--- src/design/cobi_pkg.sv ---
// cobi_pkg: shared types and constants of the cache-operation and bus-interface block.
// assumes one core clock; queue ids double as bus transaction tags.
package cobi_pkg;

  // ==========================================================================
  // geometry and limits
  localparam int ADDR_W       = 32;
  localparam int BLK_OFF      = 5;    // eight-word cache block
  localparam int IC_WAYS      = 4;    // instruction cache ways per index
  localparam int NQ           = 5;    // address queues
  localparam int MAX_INFLIGHT = 2;    // one-level address pipelining

  // ==========================================================================
  // queue ids, lowest id is highest bus priority
  localparam logic [2:0] Q_SCB = 3'h0;  // snoop copy-back
  localparam logic [2:0] Q_CST = 3'h1;  // cast-out and store
  localparam logic [2:0] Q_DCL = 3'h2;  // data cache load
  localparam logic [2:0] Q_ICL = 3'h3;  // instruction cache load
  localparam logic [2:0] Q_TCH = 3'h4;  // touch load

  // ==========================================================================
  // encodings
  typedef enum logic [1:0] {
    MEI_I = 2'h0,
    MEI_E = 2'h1,
    MEI_M = 2'h2
  } cobi_mei_t;

  typedef enum logic [2:0] {
    BUS_READ   = 3'h0,
    BUS_RWITM  = 3'h1,
    BUS_WRITE  = 3'h2,
    BUS_WWK    = 3'h3,
    BUS_KILL   = 3'h4,
    BUS_WFLUSH = 3'h5,
    BUS_CLEAN  = 3'h6,
    BUS_FLUSH  = 3'h7
  } cobi_cmd_t;

  typedef enum logic [3:0] {
    OP_IOORD   = 4'h0,  // i/o ordering
    OP_ICINV   = 4'h1,  // instruction block invalidate
    OP_FBAR    = 4'h2,  // fetch barrier
    OP_MBAR    = 4'h3,  // memory barrier
    OP_DCINV   = 4'h4,  // data block invalidate
    OP_DCFLUSH = 4'h5,
    OP_DCSTORE = 4'h6,
    OP_DCZERO  = 4'h7,
    OP_TOUCH   = 4'h8,
    OP_TOUCHST = 4'h9
  } cobi_op_code_t;

  // ==========================================================================
  // carriers
  typedef struct packed {
    logic                valid;
    cobi_op_code_t       code;
    logic [ADDR_W-1:0]   effective_address;
    cobi_mei_t           state;   // current state of the addressed data block
  } cobi_op_t;

  typedef struct packed {
    logic                valid;
    cobi_cmd_t           cmd;
    logic                inhib;   // cache-inhibited access
    logic [ADDR_W-1:0]   addr;
  } cobi_req_t;

  typedef struct packed {
    logic                valid;
    logic                issued;
    cobi_cmd_t           cmd;
    logic                inhib;
    logic [ADDR_W-1:0]   addr;
  } cobi_qent_t;

  typedef struct packed {
    logic                valid;
    cobi_cmd_t           cmd;
    logic [2:0]          tag;
    logic [ADDR_W-1:0]   addr;
  } cobi_bus_t;

  typedef struct packed {
    logic                valid;
    cobi_mei_t           next_state;
    logic                zero;    // clear all bytes of the block
    logic [ADDR_W-1:0]   addr;
  } cobi_upd_t;

  typedef struct packed {
    logic                valid;
    logic [IC_WAYS-1:0]  ways;
    logic [ADDR_W-1:0]   effective_address;
  } cobi_icinv_t;

endpackage : cobi_pkg

--- src/design/cobi_unit.sv ---
// cobi_unit: cache maintenance operations and the core's bus address queues.
// assumes the caches, pipeline and bus arbiter all run on i_ref_clk.
`timescale 1ns/1ps

module cobi_unit
  import cobi_pkg::*;
(
  input  wire logic              i_ref_clk,
  input  wire logic              i_reset_n,
  input  wire cobi_op_t          i_op,
  output logic                   o_op_ready,
  output logic                   o_op_done,
  input  wire logic              i_older_done,
  output logic                   o_fetch_discard,
  output cobi_icinv_t            o_ic_inval,
  output cobi_upd_t              o_dc_upd,
  input  wire cobi_req_t         i_icl,
  output logic                   o_icl_ready,
  input  wire cobi_req_t         i_dcl,
  output logic                   o_dcl_ready,
  output logic                   o_collision,
  input  wire cobi_req_t         i_cst,
  output logic                   o_cst_ready,
  input  wire cobi_req_t         i_scb,
  output logic                   o_scb_ready,
  output cobi_bus_t              o_bus,
  input  wire logic              i_bus_ack,
  input  wire logic              i_bus_done,
  input  wire logic [2:0]        i_bus_done_tag,
  output logic [2:0]             o_bus_done_tag,
  output logic                   o_bus_done,
  input  wire cobi_req_t         i_snoop,
  output logic                   o_snoop_kill,
  output logic [ADDR_W-1:0]      o_snoop_addr,
  output logic                   o_snoop_qhit,
  input  wire cobi_req_t         i_resv_set,
  output logic                   o_resv_valid,
  input  wire logic              i_touch_moved,
  output logic                   o_touch_valid,
  output logic [ADDR_W-1:0]      o_touch_addr
);

  // ==========================================================================
  // helpers
  function automatic logic cobi_same_blk(input logic [ADDR_W-1:0] a,
                                         input logic [ADDR_W-1:0] b);
    cobi_same_blk = (a[ADDR_W-1:BLK_OFF] == b[ADDR_W-1:BLK_OFF]);
  endfunction : cobi_same_blk

  function automatic logic cobi_hit(input cobi_qent_t e, input logic [ADDR_W-1:0] a);
    cobi_hit = e.valid && cobi_same_blk(e.addr, a);
  endfunction : cobi_hit

  typedef enum logic [2:0] {
    ST_IDLE  = 3'h1,
    ST_DRAIN = 3'h2,
    ST_FWAIT = 3'h4
  } cobi_st_t;

  cobi_st_t            st, next_st;
  cobi_qent_t          q [NQ];
  cobi_qent_t          next_q [NQ];
  cobi_bus_t           bus, next_bus;
  cobi_upd_t           upd, next_upd;
  cobi_icinv_t         icinv, next_icinv;
  logic                done, next_done;
  logic                fdisc, next_fdisc;
  logic                resv_v, next_resv_v;
  logic [ADDR_W-1:0]   resv_a, next_resv_a;
  logic                tch_v, next_tch_v;
  logic [ADDR_W-1:0]   tch_a, next_tch_a;
  logic                skill, next_skill;
  logic                sqhit, next_sqhit;
  logic [ADDR_W-1:0]   saddr, next_saddr;
  logic                bdone, next_bdone;
  logic [2:0]          btag, next_btag;

  // op decode results feeding the queue group; queues_idle feeds the sequencer
  logic                need_q, op_go, op_dcm, op_zero;
  logic [2:0]          need_id;
  cobi_cmd_t           need_cmd;
  logic                queues_idle;

  // ==========================================================================
  // operation sequencer
  // decode which queue an operation needs; the op stalls while that queue is full
  always_comb begin
    need_q   = 1'b0;
    need_id  = Q_CST;
    need_cmd = BUS_WWK;
    case (i_op.code)
      OP_DCFLUSH: need_q = (i_op.state == MEI_M);
      OP_DCSTORE: begin
        need_q   = (i_op.state == MEI_M);
        need_cmd = BUS_WRITE;
      end
      OP_DCZERO: begin
        need_q   = 1'b1;
        need_cmd = (i_op.state == MEI_I) ? BUS_WWK : BUS_KILL;
      end
      OP_TOUCH, OP_TOUCHST: begin
        need_q   = (i_op.state == MEI_I);
        need_id  = Q_TCH;
        need_cmd = (i_op.code == OP_TOUCHST) ? BUS_RWITM : BUS_READ;
      end
      default: need_q = 1'b0;
    endcase
    o_op_ready = (st == ST_IDLE) && (!need_q || !q[need_id].valid);
    op_go      = i_op.valid && o_op_ready;
    op_dcm     = op_go && (i_op.code >= OP_DCINV);
    op_zero    = op_go && (i_op.code == OP_DCZERO);
  end

  // bus quiet: nothing queued and nothing presented
  always_comb begin
    queues_idle = !bus.valid;
    for (int i = 0; i < NQ; i++) begin
      if (q[i].valid) begin
        queues_idle = 1'b0;
      end
    end
  end

  // next state and cache-side outputs of the sequencer
  always_comb begin
    next_st    = st;
    next_upd   = '0;
    next_icinv = '0;
    next_done  = 1'b0;
    next_fdisc = 1'b0;
    case (st)
      ST_IDLE: begin
        if (op_go) begin
          next_upd.addr = i_op.effective_address;
          case (i_op.code)
            OP_IOORD: next_done = 1'b1;
            OP_ICINV: begin
              next_icinv.valid             = 1'b1;
              next_icinv.ways              = '1;
              next_icinv.effective_address = i_op.effective_address;
              next_done                    = 1'b1;
            end
            OP_FBAR: next_st = ST_FWAIT;
            OP_MBAR: next_st = ST_DRAIN;
            OP_DCINV, OP_DCFLUSH: begin
              next_upd.valid      = 1'b1;
              next_upd.next_state = MEI_I;
              next_done           = 1'b1;
            end
            OP_DCSTORE: begin
              next_upd.valid      = (i_op.state == MEI_M);
              next_upd.next_state = MEI_E;
              next_done           = 1'b1;
            end
            OP_DCZERO: begin
              next_upd.valid      = 1'b1;
              next_upd.next_state = MEI_M;
              next_upd.zero       = 1'b1;
              next_done           = 1'b1;
            end
            default: next_done = 1'b1;     // touches leave cache state alone
          endcase
        end
      end
      ST_DRAIN: begin
        if (queues_idle) begin
          next_st   = ST_IDLE;
          next_done = 1'b1;
        end
      end
      ST_FWAIT: begin
        if (i_older_done) begin
          next_st    = ST_IDLE;
          next_fdisc = 1'b1;
          next_done  = 1'b1;
        end
      end
      default: next_st = ST_IDLE;
    endcase
  end

  always_ff @(posedge i_ref_clk or negedge i_reset_n) begin
    if (!i_reset_n) begin
      st    <= ST_IDLE;
      upd   <= '0;
      icinv <= '0;
      done  <= 1'b0;
      fdisc <= 1'b0;
    end else begin
      st    <= next_st;
      upd   <= next_upd;
      icinv <= next_icinv;
      done  <= next_done;
      fdisc <= next_fdisc;
    end
  end

  // ==========================================================================
  // address queues, bus issue, snoop and reservation
  logic       pick_ok, ld_ahead;
  logic [2:0] pick_id;
  int         inflight;

  // port readiness; the sequencer owns the cast-out queue when it needs it
  always_comb begin
    o_icl_ready = !q[Q_ICL].valid;
    o_scb_ready = !q[Q_SCB].valid;
    o_cst_ready = !q[Q_CST].valid && !(op_go && need_q && need_id == Q_CST);
    o_collision = i_dcl.valid && (cobi_hit(q[Q_CST], i_dcl.addr) ||
                                  cobi_hit(q[Q_SCB], i_dcl.addr));
    o_dcl_ready = !q[Q_DCL].valid && !o_collision;
  end

  // fixed-priority pick among queued, not yet issued entries
  always_comb begin
    pick_ok  = 1'b0;
    pick_id  = Q_SCB;
    inflight = 0;
    for (int i = NQ - 1; i >= 0; i--) begin
      if (q[i].valid && q[i].issued) begin
        inflight = inflight + 1;
      end
      if (q[i].valid && !q[i].issued) begin
        pick_ok = 1'b1;
        pick_id = i[2:0];
      end
    end
    // a load may pass a plain buffered store, never a cast-out or an inhibited access
    ld_ahead = q[Q_DCL].valid && !q[Q_DCL].issued && !q[Q_DCL].inhib &&
               q[Q_CST].cmd == BUS_WRITE && !q[Q_CST].inhib &&
               !cobi_same_blk(q[Q_CST].addr, q[Q_DCL].addr);
    if (pick_ok && pick_id == Q_CST && ld_ahead) begin
      pick_id = Q_DCL;
    end
  end

  always_comb begin
    next_q      = q;
    next_bus    = bus;
    next_resv_v = resv_v;
    next_resv_a = resv_a;
    next_tch_v  = tch_v;
    next_tch_a  = tch_a;
    next_skill  = 1'b0;
    next_sqhit  = 1'b0;
    next_saddr  = saddr;
    next_bdone  = i_bus_done;
    next_btag   = i_bus_done ? i_bus_done_tag : btag;
    // completion frees the queue; the cache owns the matching data
    if (i_bus_done && i_bus_done_tag < NQ[2:0]) begin
      next_q[i_bus_done_tag].valid = 1'b0;
    end
    // each port loads only its own buffer; the sequencer loads the cast-out or touch buffer
    if (i_icl.valid && o_icl_ready) begin
      next_q[Q_ICL] = '{1'b1, 1'b0, BUS_READ, i_icl.inhib, i_icl.addr};
    end
    if (i_dcl.valid && o_dcl_ready) begin
      next_q[Q_DCL] = '{1'b1, 1'b0, i_dcl.cmd, i_dcl.inhib, i_dcl.addr};
    end
    if (i_cst.valid && o_cst_ready) begin
      next_q[Q_CST] = '{1'b1, 1'b0, i_cst.cmd, i_cst.inhib, i_cst.addr};
    end
    if (i_scb.valid && o_scb_ready) begin
      next_q[Q_SCB] = '{1'b1, 1'b0, BUS_WWK, 1'b0, i_scb.addr};
    end
    if (op_go && need_q) begin
      next_q[need_id] = '{1'b1, 1'b0, need_cmd, 1'b0, i_op.effective_address};
    end
    // touch buffer drops on i_touch_moved, data-cache op, matching zero or new touch
    if (i_touch_moved || op_dcm ||
        (op_zero && cobi_same_blk(tch_a, i_op.effective_address))) begin
      next_tch_v = 1'b0;
    end
    // address-only kills from other masters; other broadcasts still load the snoop address and queue hit, and writes clear the reservation
    if (i_snoop.valid) begin
      next_saddr = i_snoop.addr;
      next_sqhit = cobi_hit(q[Q_CST], i_snoop.addr) ||
                   cobi_hit(q[Q_SCB], i_snoop.addr) ||
                   cobi_hit(q[Q_DCL], i_snoop.addr);
      if (i_snoop.cmd == BUS_KILL) begin
        next_skill = 1'b1;
        if (cobi_same_blk(tch_a, i_snoop.addr)) begin
          next_tch_v = 1'b0;
        end
      end
      if (cobi_same_blk(resv_a, i_snoop.addr) &&
          (i_snoop.cmd == BUS_KILL || i_snoop.cmd == BUS_RWITM ||
           i_snoop.cmd == BUS_WRITE || i_snoop.cmd == BUS_WWK ||
           i_snoop.cmd == BUS_WFLUSH || i_snoop.cmd == BUS_FLUSH)) begin
        next_resv_v = 1'b0;
      end
    end
    // a new reservation wins over a same-cycle snoop clear
    if (i_resv_set.valid) begin
      next_resv_v = 1'b1;
      next_resv_a = i_resv_set.addr;
    end
    // a finished touch fill sets the buffer, winning over any clear
    if (i_bus_done && i_bus_done_tag == Q_TCH) begin
      next_tch_v = 1'b1;
      next_tch_a = q[Q_TCH].addr;
    end
    // request register: held until accepted, two transactions at most
    if (bus.valid && i_bus_ack) begin
      next_bus.valid = 1'b0;
    end
    if (!next_bus.valid && pick_ok && inflight < MAX_INFLIGHT) begin
      next_bus                = '{1'b1, q[pick_id].cmd, pick_id, q[pick_id].addr};
      next_q[pick_id].issued  = 1'b1;
    end
  end

  always_ff @(posedge i_ref_clk or negedge i_reset_n) begin
    if (!i_reset_n) begin
      for (int i = 0; i < NQ; i++) begin
        q[i] <= '0;
      end
      bus    <= '0;
      resv_v <= 1'b0;
      resv_a <= '0;
      tch_v  <= 1'b0;
      tch_a  <= '0;
      skill  <= 1'b0;
      sqhit  <= 1'b0;
      saddr  <= '0;
      bdone  <= 1'b0;
      btag   <= '0;
    end else begin
      q      <= next_q;
      bus    <= next_bus;
      resv_v <= next_resv_v;
      resv_a <= next_resv_a;
      tch_v  <= next_tch_v;
      tch_a  <= next_tch_a;
      skill  <= next_skill;
      sqhit  <= next_sqhit;
      saddr  <= next_saddr;
      bdone  <= next_bdone;
      btag   <= next_btag;
    end
  end

  // ==========================================================================
  // outputs, all from flip-flops except the ready and collision handshakes
  assign o_op_done       = done;
  assign o_fetch_discard = fdisc;
  assign o_ic_inval      = icinv;
  assign o_dc_upd        = upd;
  assign o_bus           = bus;
  assign o_bus_done      = bdone;
  assign o_bus_done_tag  = btag;
  assign o_snoop_kill    = skill;
  assign o_snoop_qhit    = sqhit;
  assign o_snoop_addr    = saddr;
  assign o_resv_valid    = resv_v;
  assign o_touch_valid   = tch_v;
  assign o_touch_addr    = tch_a;

endmodule : cobi_unit

--- config.mk ---
export PLATFORM = sky130hd
export DESIGN_NAME = cobi_unit
export DESIGN_NICKNAME = d
export VERILOG_FILES = /design/src/design/cobi_pkg.sv /design/src/design/cobi_unit.sv
export SDC_FILE = /design/constraint.sdc
export NUM_CORES = 1
export LEC_CHECK = 0
export ABC_AREA = 1
export BUFFER_PORTS_ARGS = -buffer_cell sky130_fd_sc_hd__buf_2
export CELL_PAD_IN_SITES_DETAIL_PLACEMENT = 1
export CELL_PAD_IN_SITES_GLOBAL_PLACEMENT = 2
export CORE_UTILIZATION = 33
export CTS_CLUSTER_DIAMETER = 200
export CTS_CLUSTER_SIZE = 16
export DETAILED_ROUTE_END_ITERATION = 6
export GPL_TIMING_DRIVEN = 0
export PLACE_DENSITY = 0.93
export SETUP_SLACK_MARGIN = 0.5
export SYNTH_ARGS = -nofsm -noshare
export SYNTH_HDL_FRONTEND = slang
export SYNTH_SLANG_ARGS = --single-unit
--- constraint.sdc ---
create_clock -name i_ref_clk -period 7.5 [get_ports i_ref_clk]
set_clock_uncertainty 0.2 [all_clocks]
set_input_delay 0.75 -clock i_ref_clk [delete_from_list [all_inputs] [get_ports i_ref_clk]]
set_output_delay 0.75 -clock i_ref_clk [all_outputs]
set_load 0.005 [all_outputs]
## Yosys cells after proc, flatten, opt, wreduce, memory -nomap -nowiden

Index checks and enable logic that the tools add are counted.

| operators by class | value |
|---|---|
| add/sub/neg operators | 4 |
| $lt $le $gt $ge | 9 |
| eq/ne operators | 36 |
| multiplexer cells | 79 |
| bitwise operators | 3 |
| reduce and logical (&&, ||, !) cells | 82 |

Operator list:

| kind | number |
|---|---|
| 190-bit bitwise mux | 3 |
| 190-bit 2-to-1 mux | 3 |
| 38-bit demux with 3-bit select | 3 |
| 38-bit 2-to-1 mux | 8 |
| 27-bit == test | 9 |
| 38-bit binary-select mux with 3-bit select | 2 |
| 37-bit 2-to-1 mux | 4 |
| 36-bit 2-to-1 mux | 4 |
| 32-bit by 2-bit adder with 32-bit output, second input constant | 4 |
| 32-bit 2-to-1 mux | 4 |
| 1-bit logical AND | 44 |
| 39-bit 2-to-1 mux | 1 |
| 3-bit 2-to-1 mux | 11 |
| 32-bit by 3-bit < comparator with 1-bit output, second input constant | 1 |
| 1-bit 2-to-1 mux | 30 |
| 3-bit one-hot mux with 3 select lines | 3 |
| 1-bit zero test | 18 |
| 4-bit by 3-bit == test with 1-bit output, second input constant | 4 |
| 3-bit == test, second input constant | 5 |
| 3-bit by 1-bit == test with 1-bit output, second input constant | 4 |
| 3-bit by 2-bit == test with 1-bit output, second input constant | 4 |
| 4-bit >= comparator, second input constant | 3 |
| 4-bit by 1-bit < comparator with 1-bit output, second input constant | 3 |
| 3-bit inverter with 4-bit output | 3 |
| other kinds (16) | 35 |

| storage, ports and cells | value |
|---|---|
| register bits | 411 |
| input bits | 270 |

## Longest topological paths before layout

| logic depth | value |
|---|---|
| depth in word-level cells | 21 |
| depth in mapped cells | 22 |
| gate-level depth less buffers | 20 |

## Least setup slack after synthesis

No wires, ideal clock.

| timing | value |
|---|---|
| path type | register to register |
| start point | reg q[36] (netlist bit) |
| end point | reg bus, in the netlist o_bus[10] |
| library setup time | 113 ps |
| data arrival time | 2693 ps |
| required time | 7187 ps |
| slack | 4495 ps |
| cell stages (with the launch flop) | 21 |
| path through | dfrtp_1 > nand2_1 > inv_1 > ha_1 > inv_1 > nand2_1 > nand2_1 > inv_1 > ha_1 > nand3_1 > nand2_1 > ha_1 > nand3_1 > o21ai_0 > a211oi_1 > nand2_2 > clkbuf_1 > a21oi_1 > nand3_1 > nand2_1 > inv_1 |

| on the way | value |
|---|---|
| word-level cells in the longest chain between the ends | 15 |

RTL lines:

| item | RTL line | RTL |
|---|---|---|
| from (decl) | cobi_unit.sv:61 | `cobi_qent_t q [NQ];` |
| from (signal assigned) | cobi_unit.sv:329 | `q <= next_q;` |
| parallel branches: the longest is 15 deep, another holds 32-bit by 2-bit adder with 32-bit output | - |  |
| to (signal assigned) | cobi_unit.sv:330 | `bus <= next_bus;` |
| to (decl) | cobi_unit.sv:63 | `cobi_bus_t bus, next_bus;` |

Parallel ways; which one is timed is not known. The select of a mux whose other input is x is not followed.
A chain may end at the register's enable or synchronous reset.

## Worst setup path after layout

| timing | value |
|---|---|
| start point | reg q[113] (netlist bit) |
| end point | reg bus, in the netlist o_bus[26] |

| on the way | value |
|---|---|
| word-level cells in the longest chain between the ends | 12 |

RTL lines:

| item |
|---|
| parallel branches: the longest is 12 deep, another holds 32-bit by 2-bit adder with 32-bit output |

Parallel ways; which one is timed is not known. The select of a mux whose other input is x is not followed.

==> results.ini <==
[route]
routed-via-count=20400
via_per_inst=5.45
drc=0
drt_iter0_drc=1645
drt-total-wl_mm=108
wire_per_inst_um=28.9
ant_nets=0
firstDrtPassIters=5

[synth]
synth_most_common_cell=nand2_1
synthDominantCellAreaShare_pct=50.5
synth.net_count=2754
synthDistinctLibCells=45
seq_area_frac_synth_pct=50.6
synth_edf_count=0
yosysWarnings=0
synth-compound-area-share_pct=11.0
ys.flop_type=dfrtp_1
syn-cell-area_um2=19700
ys_ff_latch=399
synthSimpleGateAreaFrac_pct=25.5
async_flop_share_pct=100
synthCells=2480
synthTopCellsByArea=dfrtp_1 50%, nand2_1 12%, inv_1 6.1%
muxShareOfSynthArea_pct=0
syn-mean-instance-area_um2=7.96
synth_top_cell_by_area=dfrtp_1
synth_common_cells=646 x nand2_1, 398 x dfrtp_1, 323 x inv_1, 214 x nand3_1, 200 x o21ai_0
synth_top_family_by_area=simple AND/OR/NAND/NOR gates
synth_xor_area_share_pct=3.37
synth-adder-area-share_pct=0.254

[cts]
hold_buffers=1
cts_buffers=28
cts_resized=0
cts_root_buf=clkbuf_16
clkLatencyLatePin_ns=0.65
cts_max_path_buffers=3
h-tree-depth=1
clkTransAtPathRegs_ns=0.08
cts_tree=done
clock_sinks=399
cts_setup_buffers=0

[final_layout]
drive_gt1_share_pct=18.4
n_fill_cell=7356
fin_nets=3221
syn_to_final_growth_pct=20.5
fin_cells=3740

[floorplanning]
ios=462
row_count=89
initial_core_util_pct=33.4
dieArea_um2=60800
fp.coreArea_um2=59000
die_y_um=247
die_x_um=247

[global_route]
grt_pass1_vias=20900
grt_max_degree=128
grt_pass1_wl_mm=152
antenna_found_initial=6
grt_overflow=0
track_usage_pct=35.3

[placed_design]
port_buffers=433
finalWeightedCongestion=1.02
hpwl_mm=87.2
dp.cells=3689

[timing]
rsz0062_at_grt=no
setup_viol=0
maxSlewHeadroom_pct=33.1
whs_ns=0.101
max_slew.worst_pin.slew_ns=1.00
hold_viol_final=0
max_freq_mhz=237
period_share_pct=56.3
finalMaxSlewViolations=0
fin_crit_ns=4.22

[worst_setup_path]
crit_type=reg -> reg
critPathLaunchType=flop
cp_max_fo=10
worstSetupEndpointType=flop
arrival_ns=4.51
worstPathRequired_ns=7.79

[hold_path]
hold_path.class=in -> reg

[pwr]
p_per_area_nw_per_um2=421
ir_worst_vdd_v=0.000229
p_leak_nw=12.3

[status]
outcome=finished clean

[flow_run]
drv_cap=0

## per-layer routing
| layer | GRT usage (%) | vias to the layer above | share of wire [%] |
|---|---|---|---|
| met3 | 4.50 | 191 | 5.8 |
| met5 | 0 | - | 0.012 |
| met2 | 58.3 | 821 | 47 |
| met4 | 13.1 | 2 | 4.2 |
| met1 | 47.0 | 10400 | 43 |
| li1 | - | 8936 | - |
## path summary, 6_finish.rpt
check,start,depth (start not counted),endpoint,slack (ns)
worst max-delay path,q[113],17,o_bus[26],3.28
worst min-delay path,i_bus_done,1,o_bus_done,0.10
worst max register to register,q[113],17,o_bus[26],3.28
worst min register to register,o_snoop_addr[3],2,o_snoop_addr[3],0.28
max in group asynchronous,i_reset_n,4,o_ic_inval[8],5.03
min in group asynchronous,i_reset_n,2,async pin,0.50
## cells by family after synthesis
group	after synthesis
buffers and inverters	463
flip-flops	399
AND/OR/NAND/NOR	1155
adder cells (fa/ha/maj)	4
AO/OA/AOI/OAI	383
XOR/XNOR	76
## critical path, stage by stage, from the launching register on
cell      delay, ns
dfrtp_1        0.81
nand2_1        0.22
nand2_1        0.10
nand2_1        0.09
inv_1          0.08
ha_1           0.22
nand3_1        0.08
nand2_1        0.10
ha_1           0.30
nand3_1        0.08
o21ai_0        0.12
a211oi_1       0.27
nand2_2        0.23
clkbuf_1       0.35
a21oi_1        0.50
nand3_1        0.20
nand2_1        0.10
inv_1          0.05
## layout make-up
| type | count | area (um2) | area share [%] |
|---|---|---|---|
| Sequential cell | 399 | 9990 | 42.0 |
| Multi-Input combinational cell | 1618 | 7900 | 33.3 |
| Timing Repair Buffer | 437 | 2270 | 9.55 |
| Inverter | 333 | 1250 | 5.26 |
| Tap cell | 773 | 967 | 4.07 |
| Clock buffer | 43 | 757 | 3.18 |
| Buffer | 130 | 592 | 2.49 |
| Clock inverter | 1 | 30.0 | 0.126 |
| Antenna cell | 6 | 15.0 | 0.0632 |
## per-stage QoR
step           utilization (%)  power, mW  area [um2]  setup TNS [ns]  setup WS (ns)
2_1_floorplan                -       5.89       19700               0           4.49
3_3_place_gp              38.7       8.27       22900         -932.23          -2.43
3_5_place_dp              38.9       8.42       23000               0           3.37
4_1_cts                   40.3       9.94       23800               0           3.29
5_1_grt                   40.3       10.5       23800               0           3.05
6_report                  40.3       10.0       23800               0           3.28
## layout by cell type (no fill, tap or decap), types with 39 or more instances in the layout
cell | synthesis | routed
a21oi_1 | 44 | 44
xnor2_1 | 39 | 39
nand4_1 | 57 | 57
nand3_1 | 214 | 214
nor2_1 | 123 | 123
inv_1 | 323 | 323
nand2_1 | 646 | 646
buf_2 | 21 | 453
dfrtp_1 | 398 | 398
o21ai_0 | 200 | 200
o22ai_1 | 83 | 83
clkbuf_1 | 85 | 100
## report_power, final
| group | total, mW | switching (mW) | internal [mW] |
|---|---|---|---|
| clock | 1.51 | 0.815 | 0.695 |
| combinational | 4.76 | 3.26 | 1.49 |
| sequential | 3.74 | 0.966 | 2.77 |
| total | 10.0 | 5.05 | 4.96 |
Power figures use the tool's default switching activity.
